### config.mk
export PLATFORM = sky130hd
export DESIGN_NAME = gotb_top
export DESIGN_NICKNAME = d
export VERILOG_FILES = /design/src/rtl/gotb_pkg.sv /design/src/rtl/gotb_timer.sv /design/src/rtl/gotb_top.sv
export SDC_FILE = /design/constraint.sdc
export NUM_CORES = 2
export LEC_CHECK = 0
export ABC_AREA = 1
export BUFFER_PORTS_ARGS = -buffer_cell sky130_fd_sc_hd__buf_2
export CAP_MARGIN = 20
export CELL_PAD_IN_SITES_DETAIL_PLACEMENT = 1
export CELL_PAD_IN_SITES_GLOBAL_PLACEMENT = 1
export CORE_MARGIN = 10
export CORE_UTILIZATION = 32
export CTS_CLUSTER_DIAMETER = 200
export DETAILED_ROUTE_END_ITERATION = 16
export PLACE_DENSITY = 0.62
export SYNTH_ARGS = -nofsm -noshare
export SYNTH_HDL_FRONTEND = slang
export SYNTH_SLANG_ARGS = --single-unit
### constraint.sdc
create_clock -name CLK_SYS -period 18.3 [get_ports CLK_SYS]
set_input_delay 0.915 -clock CLK_SYS [delete_from_list [all_inputs] [get_ports CLK_SYS]]
set_output_delay 0.915 -clock CLK_SYS [all_outputs]
set_load 0.02 [all_outputs]
### src/rtl/gotb_pkg.sv
package gotb_pkg;

  localparam int DATA_W = 32;
  localparam int CUR_W  = 16;
  localparam int TIME_W = 20;

  // Register byte offsets.
  localparam logic [11:0] ADDR_CTRL      = 12'h000;
  localparam logic [11:0] ADDR_RATIO_THR = 12'h004;
  localparam logic [11:0] ADDR_NOMINAL   = 12'h008;
  localparam logic [11:0] ADDR_STATUS    = 12'h00c;
  localparam logic [11:0] ADDR_TIMER     = 12'h010;
  localparam logic [11:0] ADDR_SET_BASE  = 12'h040;
  localparam logic [11:0] SET_STRIDE     = 12'h020;
  localparam logic [11:0] SET_SPAN       = 12'h080;
  localparam logic [2:0]  SREG_PICKUP    = 3'h0;
  localparam logic [2:0]  SREG_FIXED     = 3'h1;
  localparam logic [2:0]  SREG_MULT      = 3'h2;
  localparam logic [2:0]  SREG_RESET     = 3'h3;
  localparam logic [2:0]  SREG_MIN       = 3'h4;
  localparam logic [2:0]  SREG_CFG       = 3'h5;

  // Timing constants in their own units.
  localparam int CLK_HZ         = 20000000;
  localparam int MS_PER_S       = 1000;
  localparam int TICK_MS        = 1;
  localparam int TICK_CYCLES    = CLK_HZ / MS_PER_S * TICK_MS;
  localparam logic [TIME_W-1:0] LOG_MIN_MS = 20'h00014;

  // Multiples of pickup and nominal current for the largest current, and the percent scale of the inrush ratio.
  localparam int PICKUP_MAX_MULT = 20;
  localparam int CALC_NOM_MULT   = 40;
  localparam int MEAS_NOM_MULT   = 25;
  localparam int SENS_NOM_MULT_X2 = 5;
  localparam int RATIO_PCT       = 100;

  typedef enum logic [3:0] {
    CURVE_FIXED, CURVE_IEC_NORMAL, CURVE_IEC_VERY, CURVE_IEC_LONG, CURVE_IEC_EXTREME,
    CURVE_IEEE_MODERATE, CURVE_IEEE_VERY, CURVE_IEEE_EXTREME, CURVE_R_INVERSE,
    CURVE_LOG, CURVE_THERM_FLAT, CURVE_THERM_IT, CURVE_THERM_I2T, CURVE_THERM_I4T
  } gotb_curve_type;

  typedef enum logic [1:0] {RST_INSTANT, RST_FIXED, RST_CURVE} gotb_rstmode_type;
  typedef enum logic [1:0] {DIR_NONE, DIR_FORWARD, DIR_REVERSE} gotb_dirmode_type;
  typedef enum logic [1:0] {SRC_COMPUTED, SRC_SENSED, SRC_SENSITIVE} gotb_src_type;

  typedef struct packed {
    logic [CUR_W-1:0]  pickup;
    logic [TIME_W-1:0] fixed_delay;
    logic [CUR_W-1:0]  mult;
    logic [TIME_W-1:0] reset_delay;
    logic [TIME_W-1:0] min_delay;
    gotb_curve_type    curve;
    gotb_rstmode_type  reset_mode;
    logic              use_rms;
    gotb_src_type      src;
  } gotb_set_type;

  typedef struct packed {
    logic [CUR_W-1:0] computed_fund;
    logic [CUR_W-1:0] computed_rms;
    logic [CUR_W-1:0] sensed_fund;
    logic [CUR_W-1:0] sensed_rms;
    logic [CUR_W-1:0] sensitive_fund;
    logic [CUR_W-1:0] sensitive_rms;
  } gotb_ground_type;

  typedef struct packed {
    logic [2:0][CUR_W-1:0] fund;
    logic [2:0][CUR_W-1:0] second;
  } gotb_harm_type;

  // Direction indications indexed by [voltage measured][source of the active set is not computed].
  typedef struct packed {
    logic [1:0][1:0] fwd;
    logic [1:0][1:0] rev;
  } gotb_dir_type;

  typedef struct packed {
    gotb_curve_type    curve;
    logic [CUR_W-1:0]  mult;
    logic [CUR_W-1:0]  current;
    logic [CUR_W-1:0]  pickup;
    logic [CUR_W+7:0]  imax;
    gotb_rstmode_type  reset_mode;
  } gotb_curve_req_type;

  typedef struct packed {
    logic [TIME_W-1:0] trip_ms;
    logic [TIME_W-1:0] reset_ms;
    logic [TIME_W-1:0] min_ms;
  } gotb_curve_ans_type;

endpackage

### src/rtl/gotb_timer.sv
`timescale 1ns/1ps
`default_nettype none
module gotb_timer
  import gotb_pkg::*;
(
  // Clock, reset and enable.
  input  wire logic              clk,
  input  wire logic              rst,
  input  wire logic              ce,
  // Evaluation inputs.
  input  wire logic              strobe,
  input  wire logic [TIME_W-1:0] elapsed,
  input  wire logic              above,
  input  wire logic [TIME_W-1:0] trip_delay,
  input  wire logic              instant_reset,
  input  wire logic [TIME_W-1:0] reset_delay,
  // Results.
  output logic                   tripped,
  output logic [TIME_W-1:0]      acc_time
);

  typedef struct packed {
    logic [TIME_W-1:0] acc;
    logic [TIME_W-1:0] rst_acc;
    logic              trip;
  } gotb_tstate_type;

  gotb_tstate_type s_r;
  gotb_tstate_type s_nxt;

  function automatic logic [TIME_W-1:0] sat_add(input logic [TIME_W-1:0] a,
                                                input logic [TIME_W-1:0] b);
    logic [TIME_W:0] sum;
    sum = {1'b0, a} + {1'b0, b};
    return sum[TIME_W] ? {TIME_W{1'b1}} : sum[TIME_W-1:0];
  endfunction

  always_comb begin
    s_nxt = s_r;
    if (strobe) begin
      if (above) begin
        s_nxt.acc     = sat_add(s_r.acc, elapsed);
        s_nxt.rst_acc = '0;
        s_nxt.trip    = sat_add(s_r.acc, elapsed) >= trip_delay;
      end else begin
        s_nxt.trip = 1'b0;
        if (instant_reset) begin
          s_nxt.acc     = '0;
          s_nxt.rst_acc = '0;
        end else if (sat_add(s_r.rst_acc, elapsed) >= reset_delay) begin
          s_nxt.acc     = '0;
          s_nxt.rst_acc = '0;
        end else begin
          s_nxt.rst_acc = sat_add(s_r.rst_acc, elapsed);
        end
      end
    end
  end

  always_ff @(posedge clk) begin
    if (rst) begin
      s_r <= '0;
    end else if (ce) begin
      s_r <= s_nxt;
    end
  end

  assign tripped  = s_r.trip;
  assign acc_time = s_r.acc;

endmodule
`default_nettype wire

### src/rtl/gotb_top.sv
`timescale 1ns/1ps
`default_nettype none
module gotb_top
  import gotb_pkg::*;
#(
  parameter int TICK_CYC = TICK_CYCLES
) (
  // Clock, reset and enable.
  input  wire logic                CLK_SYS,
  input  wire logic                RST,
  input  wire logic                CE,
  // APB slave.
  input  wire logic                PSEL,
  input  wire logic                PENABLE,
  input  wire logic                PWRITE,
  input  wire logic [11:0]         PADDR,
  input  wire logic [DATA_W-1:0]   PWDATA,
  output logic [DATA_W-1:0]        PRDATA,
  output logic                     PREADY,
  output logic                     PSLVERR,
  // Measurement front end.
  input  wire logic                MEAS_STROBE,
  input  wire gotb_ground_type     GROUND_MEAS,
  input  wire gotb_harm_type       HARM_MEAS,
  input  wire gotb_dir_type        DIR_MEAS,
  // Curve evaluator.
  output gotb_curve_req_type       CURVE_REQ,
  input  wire gotb_curve_ans_type  CURVE_ANS,
  // Protection outputs.
  output logic [2:0]               PHASE_INRUSH_BLOCK,
  output logic                     COMMON_INRUSH_BLOCK,
  output logic                     STAGE_PICKUP,
  output logic                     STAGE_TRIP
);

  typedef struct packed {
    logic [DATA_W-1:0]  prdata;
    logic               pready;
    logic               pslverr;
    gotb_dirmode_type   dir_mode;
    logic               neutral_side;
    logic               volt_measured;
    logic               cur_measured;
    logic               inrush_use;
    logic               per_phase_mode;
    logic [1:0]         active_set;
    logic [7:0]         ratio_thr;
    logic [CUR_W-1:0]   nominal;
    logic [31:0]        presc;
    logic [TIME_W-1:0]  elapsed;
    logic               eval;
    logic [TIME_W-1:0]  eval_elapsed;
    logic               above;
    logic [2:0]         ph_block;
    logic               com_block;
    logic               pickup;
    logic               trip;
    gotb_curve_req_type creq;
  } gotb_state_type;

  gotb_state_type s_r;
  gotb_state_type s_nxt;
  gotb_set_type   sets_r   [4];
  gotb_set_type   sets_nxt [4];
  gotb_set_type   act;

  logic              t_trip;
  logic [TIME_W-1:0] t_acc;
  logic [TIME_W-1:0] trip_delay;
  logic [TIME_W-1:0] reset_delay;
  logic              instant_reset;

  function automatic logic [TIME_W-1:0] tmax(input logic [TIME_W-1:0] a,
                                             input logic [TIME_W-1:0] b);
    return (a > b) ? a : b;
  endfunction

  function automatic logic is_thermal(input gotb_curve_type c);
    return (c == CURVE_THERM_FLAT) || (c == CURVE_THERM_IT) ||
           (c == CURVE_THERM_I2T) || (c == CURVE_THERM_I4T);
  endfunction

  function automatic logic [DATA_W-1:0] set_read(input gotb_set_type st,
                                                 input logic [2:0] idx);
    logic [DATA_W-1:0] d;
    d = '0;
    unique case (idx)
      SREG_PICKUP: d[CUR_W-1:0]  = st.pickup;
      SREG_FIXED:  d[TIME_W-1:0] = st.fixed_delay;
      SREG_MULT:   d[CUR_W-1:0]  = st.mult;
      SREG_RESET:  d[TIME_W-1:0] = st.reset_delay;
      SREG_MIN:    d[TIME_W-1:0] = st.min_delay;
      SREG_CFG:    d[10:0]       = {st.src, st.use_rms, st.reset_mode, 2'h0, st.curve};
      default:     d             = '0;
    endcase
    return d;
  endfunction

  // Selected quantity: source, then fundamental or RMS.
  function automatic logic [CUR_W-1:0] sel_current(input gotb_ground_type g,
                                                   input gotb_set_type st);
    logic [CUR_W-1:0] v;
    v = '0;
    unique case (st.src)
      SRC_COMPUTED:  v = st.use_rms ? g.computed_rms  : g.computed_fund;
      SRC_SENSED:    v = st.use_rms ? g.sensed_rms    : g.sensed_fund;
      SRC_SENSITIVE: v = st.use_rms ? g.sensitive_rms : g.sensitive_fund;
      default:       v = '0;
    endcase
    return v;
  endfunction

  assign act = sets_r[s_r.active_set];

  // Effective delays from the curve answer to the registered request.
  always_comb begin
    trip_delay    = CURVE_ANS.trip_ms;
    reset_delay   = act.reset_delay;
    instant_reset = (act.reset_mode == RST_INSTANT);
    if (act.curve == CURVE_FIXED) begin
      trip_delay    = act.fixed_delay;
      instant_reset = 1'b1;
    end else if (!is_thermal(act.curve)) begin
      trip_delay = tmax(trip_delay, act.min_delay);
      if (act.curve == CURVE_LOG) begin
        trip_delay = tmax(trip_delay, LOG_MIN_MS);
      end else begin
        trip_delay = tmax(trip_delay, CURVE_ANS.min_ms);
      end
    end
    if (act.reset_mode == RST_CURVE && act.curve != CURVE_LOG) begin
      reset_delay = CURVE_ANS.reset_ms;
    end
  end

  always_comb begin
    logic [11:0]       off;
    logic [1:0]        sidx;
    logic [2:0]        ridx;
    logic              in_set;
    logic              hit;
    logic [CUR_W-1:0]  cur;
    logic              dir_fwd;
    logic              dir_rev;
    logic              dir_ok;
    logic              blocked;
    logic [CUR_W+7:0]  lim_pick;
    logic [CUR_W+7:0]  lim_nom;
    logic [CUR_W+15:0] h2s;
    logic [CUR_W+15:0] h1s;
    logic [2:0]        hb;
    s_nxt    = s_r;
    sets_nxt = sets_r;
    off      = PADDR - ADDR_SET_BASE;
    sidx     = off[6:5];
    ridx     = off[4:2];
    in_set   = (PADDR >= ADDR_SET_BASE) && (PADDR < ADDR_SET_BASE + SET_SPAN) &&
               (ridx <= SREG_CFG) && (PADDR[1:0] == 2'h0);
    hit      = in_set || (PADDR == ADDR_CTRL) || (PADDR == ADDR_RATIO_THR) ||
               (PADDR == ADDR_NOMINAL) || (PADDR == ADDR_STATUS) || (PADDR == ADDR_TIMER);
    cur      = sel_current(GROUND_MEAS, act);
    dir_fwd  = DIR_MEAS.fwd[s_r.volt_measured][act.src != SRC_COMPUTED];
    dir_rev  = DIR_MEAS.rev[s_r.volt_measured][act.src != SRC_COMPUTED];
    lim_pick = '0;
    lim_nom  = '0;
    h2s      = '0;
    h1s      = '0;
    hb       = '0;
    dir_ok   = 1'b1;
    blocked  = 1'b0;

    // Bus: setup cycle prepares the answer, access cycle completes it.
    s_nxt.pready  = 1'b0;
    s_nxt.pslverr = 1'b0;
    if (PSEL && !PENABLE) begin
      s_nxt.pready  = 1'b1;
      s_nxt.pslverr = !hit;
      s_nxt.prdata  = '0;
      if (!PWRITE && in_set) begin
        s_nxt.prdata = set_read(sets_r[sidx], ridx);
      end else if (!PWRITE) begin
        unique case (PADDR)
          ADDR_CTRL:      s_nxt.prdata[9:0] = {s_r.active_set, s_r.per_phase_mode,
                                               s_r.inrush_use, s_r.cur_measured,
                                               s_r.volt_measured, s_r.neutral_side,
                                               1'b0, s_r.dir_mode};
          ADDR_RATIO_THR: s_nxt.prdata[7:0] = s_r.ratio_thr;
          ADDR_NOMINAL:   s_nxt.prdata[CUR_W-1:0] = s_r.nominal;
          ADDR_STATUS:    s_nxt.prdata[5:0] = {s_r.com_block, s_r.ph_block,
                                               s_r.trip, s_r.pickup};
          ADDR_TIMER:     s_nxt.prdata[TIME_W-1:0] = t_acc;
          default:        s_nxt.prdata = '0;
        endcase
      end
    end
    if (PSEL && PENABLE && s_r.pready && PWRITE && !s_r.pslverr) begin
      if (in_set) begin
        unique case (ridx)
          SREG_PICKUP: sets_nxt[sidx].pickup      = PWDATA[CUR_W-1:0];
          SREG_FIXED:  sets_nxt[sidx].fixed_delay = PWDATA[TIME_W-1:0];
          SREG_MULT:   sets_nxt[sidx].mult        = PWDATA[CUR_W-1:0];
          SREG_RESET:  sets_nxt[sidx].reset_delay = PWDATA[TIME_W-1:0];
          SREG_MIN:    sets_nxt[sidx].min_delay   = PWDATA[TIME_W-1:0];
          SREG_CFG: begin
            sets_nxt[sidx].curve      = gotb_curve_type'(PWDATA[3:0]);
            sets_nxt[sidx].reset_mode = gotb_rstmode_type'(PWDATA[7:6]);
            sets_nxt[sidx].use_rms    = PWDATA[8];
            sets_nxt[sidx].src        = gotb_src_type'(PWDATA[10:9]);
          end
          default: ;
        endcase
      end else begin
        unique case (PADDR)
          ADDR_CTRL: begin
            s_nxt.dir_mode       = gotb_dirmode_type'(PWDATA[1:0]);
            s_nxt.neutral_side   = PWDATA[3];
            s_nxt.volt_measured  = PWDATA[4];
            s_nxt.cur_measured   = PWDATA[5];
            s_nxt.inrush_use     = PWDATA[6];
            s_nxt.per_phase_mode = PWDATA[7];
            s_nxt.active_set     = PWDATA[9:8];
          end
          ADDR_RATIO_THR: s_nxt.ratio_thr = PWDATA[7:0];
          ADDR_NOMINAL:   s_nxt.nominal   = PWDATA[CUR_W-1:0];
          default: ;
        endcase
      end
    end

    // Millisecond base and elapsed time since the previous strobe.
    s_nxt.eval = 1'b0;
    if (s_r.presc == 32'(TICK_CYC - 1)) begin
      s_nxt.presc   = '0;
      s_nxt.elapsed = (s_r.elapsed == {TIME_W{1'b1}}) ? s_r.elapsed
                                                      : s_r.elapsed + 20'h00001;
    end else begin
      s_nxt.presc = s_r.presc + 32'h1;
    end

    // Inrush element.
    for (int p = 0; p < 3; p++) begin
      h2s   = (CUR_W+16)'(HARM_MEAS.second[p]) * (CUR_W+16)'(RATIO_PCT);
      h1s   = (CUR_W+16)'(HARM_MEAS.fund[p]) * (CUR_W+16)'(s_r.ratio_thr);
      hb[p] = s_r.inrush_use && (h2s > h1s);
    end

    // Direction qualification.
    dir_ok = 1'b1;
    if (s_r.dir_mode != DIR_NONE) begin
      dir_ok = s_r.neutral_side &&
               ((s_r.dir_mode == DIR_FORWARD) ? dir_fwd : dir_rev);
    end

    if (MEAS_STROBE) begin
      if (s_r.per_phase_mode) begin
        s_nxt.ph_block  = hb;
        s_nxt.com_block = 1'b0;
      end else begin
        s_nxt.ph_block  = '0;
        s_nxt.com_block = |hb;
      end
      blocked            = s_r.per_phase_mode ? (|hb) : (|hb);
      s_nxt.above        = (cur > act.pickup) && dir_ok && !blocked;
      s_nxt.eval         = 1'b1;
      s_nxt.eval_elapsed = s_r.elapsed;
      // A tick that lands on the strobe edge opens the next interval, so it is not lost.
      s_nxt.elapsed      = (s_r.presc == 32'(TICK_CYC - 1)) ? 20'h00001 : '0;
      lim_pick           = (CUR_W+8)'(act.pickup) * (CUR_W+8)'(PICKUP_MAX_MULT);
      unique case (act.src)
        SRC_COMPUTED:  lim_nom = (CUR_W+8)'(s_r.nominal) * (CUR_W+8)'(CALC_NOM_MULT);
        SRC_SENSED:    lim_nom = (CUR_W+8)'(s_r.nominal) * (CUR_W+8)'(MEAS_NOM_MULT);
        SRC_SENSITIVE: lim_nom = ((CUR_W+8)'(s_r.nominal) *
                                  (CUR_W+8)'(SENS_NOM_MULT_X2)) >> 1;
        default:       lim_nom = '0;
      endcase
      s_nxt.creq.imax       = (lim_pick < lim_nom) ? lim_pick : lim_nom;
      s_nxt.creq.curve      = act.curve;
      s_nxt.creq.mult       = act.mult;
      s_nxt.creq.current    = cur;
      s_nxt.creq.pickup     = act.pickup;
      s_nxt.creq.reset_mode = act.reset_mode;
    end
    s_nxt.pickup = s_r.above;
    s_nxt.trip   = t_trip;
  end

  gotb_timer u_timer (
    .clk           (CLK_SYS),
    .rst           (RST),
    .ce            (CE),
    .strobe        (s_r.eval),
    .elapsed       (s_r.eval_elapsed),
    .above         (s_r.above),
    .trip_delay    (trip_delay),
    .instant_reset (instant_reset),
    .reset_delay   (reset_delay),
    .tripped       (t_trip),
    .acc_time      (t_acc)
  );

  always_ff @(posedge CLK_SYS) begin
    if (RST) begin
      s_r <= '0;
      for (int i = 0; i < 4; i++) begin
        sets_r[i] <= '0;
      end
    end else if (CE) begin
      s_r    <= s_nxt;
      sets_r <= sets_nxt;
    end
  end

  assign PRDATA              = s_r.prdata;
  assign PREADY              = s_r.pready;
  assign PSLVERR             = s_r.pslverr;
  assign CURVE_REQ           = s_r.creq;
  assign PHASE_INRUSH_BLOCK  = s_r.ph_block;
  assign COMMON_INRUSH_BLOCK = s_r.com_block;
  assign STAGE_PICKUP        = s_r.pickup;
  assign STAGE_TRIP          = s_r.trip;

endmodule
`default_nettype wire

==> flow_summary.toml <==
[status]
status = "finished clean"

[global_routing]
grt_pass1_wl_um = 394000
grt_util_met1 = 0.295
grt_use_met2 = 0.408
grt_pass1_vias = 63000
grt_overflow = 0
gr-usage-met3 = 0.0441
grt_max_degree = 141
grt.total_usage = 0.241
grt.busiest_layer = "met2"
antenna_found_initial = 51

[synthesis]
synthDistinctLibCells = 67
syn_inst = 8516
ys_seq_area_frac = 0.215
ys_ff_latch = 656
synth_top_cell_by_area = "dfxtp_1"
ys_warn_count = 0
netlist.area_leader.share = 0.215
synth.area.top_cells = "dfxtp_1 (22%), ha_1 (13%), fa_1 (9.9%), inv_1 (8.8%), nand2_1 (8.2%)"
avgSynthCellArea_um2 = 7.16
synth_common_cells = "inv_1 (1431), nand2_1 (1337), a21oi_1 (760), dfxtp_1 (656), o21ai_0 (646)"
synth.most_common_cell = "inv_1"
synth_edf_count = 0
synth_area_um2 = 61000
async_flop_share = 0
synthFlopType = "dfxtp_1"

[timing]
fin_crit_sh = 0.533
hold_viol = 0
slew-limit-headroom = 0.0877
setup_viol_count_final = 0
period_minus_slack_ns = 9.75
timing.fmax_ghz = 0.103
setup_tns_ns = 0
worstMarginPinSlew_ns = 1.37
rsz0062_at_grt = "no"
finalClockSkew_ns = 0.0465
timing.final.ws_setup_ns = 8.55
drv_slew = 0

[detailed_routing]
wl_per_cell_um = 23.6
vias = 60700
ant_nets = 0
first_pass_iters = 6
routed_wirelength_um = 262000
drc = 0
via_per_inst = 5.46
drt-initial-drc-count = 4064

[critical_path]
cp_data_required_time_ns = 18.84
cp_top_family = "compound AO/OA/AOI/OAI gates"
cp_common_cell = "nand2_1"
cp_data_arrival_time_ns = 10.29
crit_path_end_kind = "register"
worstPathMaxFanout = 140
path_class = "reg -> reg"
cpPeakStageDelay_ns = 0.71
cp-start-kind = "register"
slowest_stage = "dfxtp_4"
worstSetupStartpoint = "s_r[182]$_SDFFE_PP0P_"
worstReg2RegStart = "s_r[182]$_SDFFE_PP0P_"
crit_buf_inv = 7

[hold_path]
min_from = "CURVE_REQ[23]$_SDFFE_PP0P_"
hold_path.class = "reg -> reg"

[layout]
fill_cells = 23700
drive_above_1_share = 0.0867
area_delta_synth_final_pct = 9.91
instances_no_fill = 11100
nets = 9741

[floorplan]
core_area_um2 = 190000
ios = 429
start_util = 0.321
fp.dieH_um = 456
die-area_um2 = 208000
row_count = 160
die_w_um = 456

[placement]
place_inst = 10900
dp_slack_ns = 8.78
place_hpwl_um = 197000
gp_congestion = 0.877
io_buffer_count = 402

[power_and_ir_drop]
vdd_ir_drop_max_v = 0.0000637
p_leak_nw = 29.1
powerDensity_nw_per_um2 = 57.9

[clock_tree]
cts_buffer_depth = 3
clock_latency_ns = 0.72
cts_tree = "yes"
htree_levels = 3
cts_num_sinks = 656
cts_setup_buffers = 0
ctsHoldBuffers = 0
cts_resized = 0
root_buffer = "clkbuf_16"
clkTransAtPathRegs_ns = 0.06
cts_buffers = 80

[job]
max_cap_violations = 0
## placed cells by master, fill, tap and decap left out, types with 17 or more instances in the layout
master,count
ha_1,618
inv_1,1429
nand4_1,65
clkbuf_8,26
o21bai_1,17
xor2_1,89
clkbuf_16,80
a22oi_1,220
o22ai_1,160
buf_4,84
o21ai_1,20
a31oi_1,36
nand3b_1,22
o211ai_1,37
o21ai_0,645
o221ai_1,59
nand2_1,1327
nor4_1,18
nor3_1,47
a22o_1,27
a21boi_0,17
nand3_1,188
a21oi_1,760
dfxtp_1,646
a32oi_1,18
a221oi_1,99
a211oi_1,277
buf_2,401
nor2_1,536
xnor2_1,66
fa_1,300
## cell families (layout without fill, tap and decap cells)
group                      after synthesis  in the layout  share of synthesized area
buffers and inverters                 2041           2091                      0.137
xor gates and xnor gates               155            155                     0.0223
AOI/OAI and AO/OA                     2447           2447                      0.244
other                                    1             28                  0.0000615
and+or+nand+nor                       2298           2298                      0.156
DFF                                    656            656                      0.215
adders and majority gates              918            918                      0.225
## power by group
part	internal [mW]	total (mW)	switching [mW]	leakage (nW)
combinational	0.269	0.750	0.480	22.4
sequential	1.43	1.44	0.00624	5.29
clock	0.960	1.69	0.730	1.35
## worst paths after layout
check                                 endpoint  cells after the start  slack, ns
setup / recovery  u_timer.tripped$_SDFFE_PP0P_                     39       8.55
hold reg to reg     CURVE_REQ[23]$_SDFFE_PP0P_                      2       0.45
hold / removal      CURVE_REQ[23]$_SDFFE_PP0P_                      2       0.45
setup reg to reg  u_timer.tripped$_SDFFE_PP0P_                     39       8.55
## metal layers
layer	vias to the layer above	share of wire
li1	28500	-
met1	30000	0.42
met2	1672	0.47
met3	473	0.061
met4	48	0.051
met5	-	0.0013
## worst register-to-register path, delay by kind of cell, from the launching register on
family	cells	cell delay, ns
flip-flops	1	0.71
AND/OR/NAND/NOR	16	2.35
AO/OA/AOI/OAI	13	3.14
buffers and inverters	7	2.51
adder cells (fa/ha/maj)	3	0.88
## metrics by stage
step / power (mW) / utilization / hold slack [ns] / instance area, um^2
6_report: 3.88 / 0.353 / 0.449 / 67000
3_3_place_gp: 2.20 / 0.338 / 0.426 / 64100
2_1_floorplan: 1.99 / - / 0.419 / 61000
5_1_grt: 4.07 / 0.353 / 0.474 / 67000
4_1_cts: 3.92 / 0.352 / 0.455 / 66900
3_5_place_dp: 2.23 / 0.338 / 0.436 / 64100
## final cells by class
| cell class | instances | area [um^2] | share of cell area |
|---|---|---|---|
| inverters | 1447 | 5440 | 0.0812 |
| clock inverters | 29 | 342 | 0.00510 |
| flip-flops and latches | 656 | 13100 | 0.196 |
| diodes | 14 | 35.0 | 0.000523 |
| well taps | 2511 | 3140 | 0.0469 |
| repair buffers | 495 | 2840 | 0.0424 |
| clock buffers | 120 | 2400 | 0.0359 |
| multi-input cells | 5832 | 39600 | 0.592 |
No activity file was read; power rests on OpenSTA's default activity.
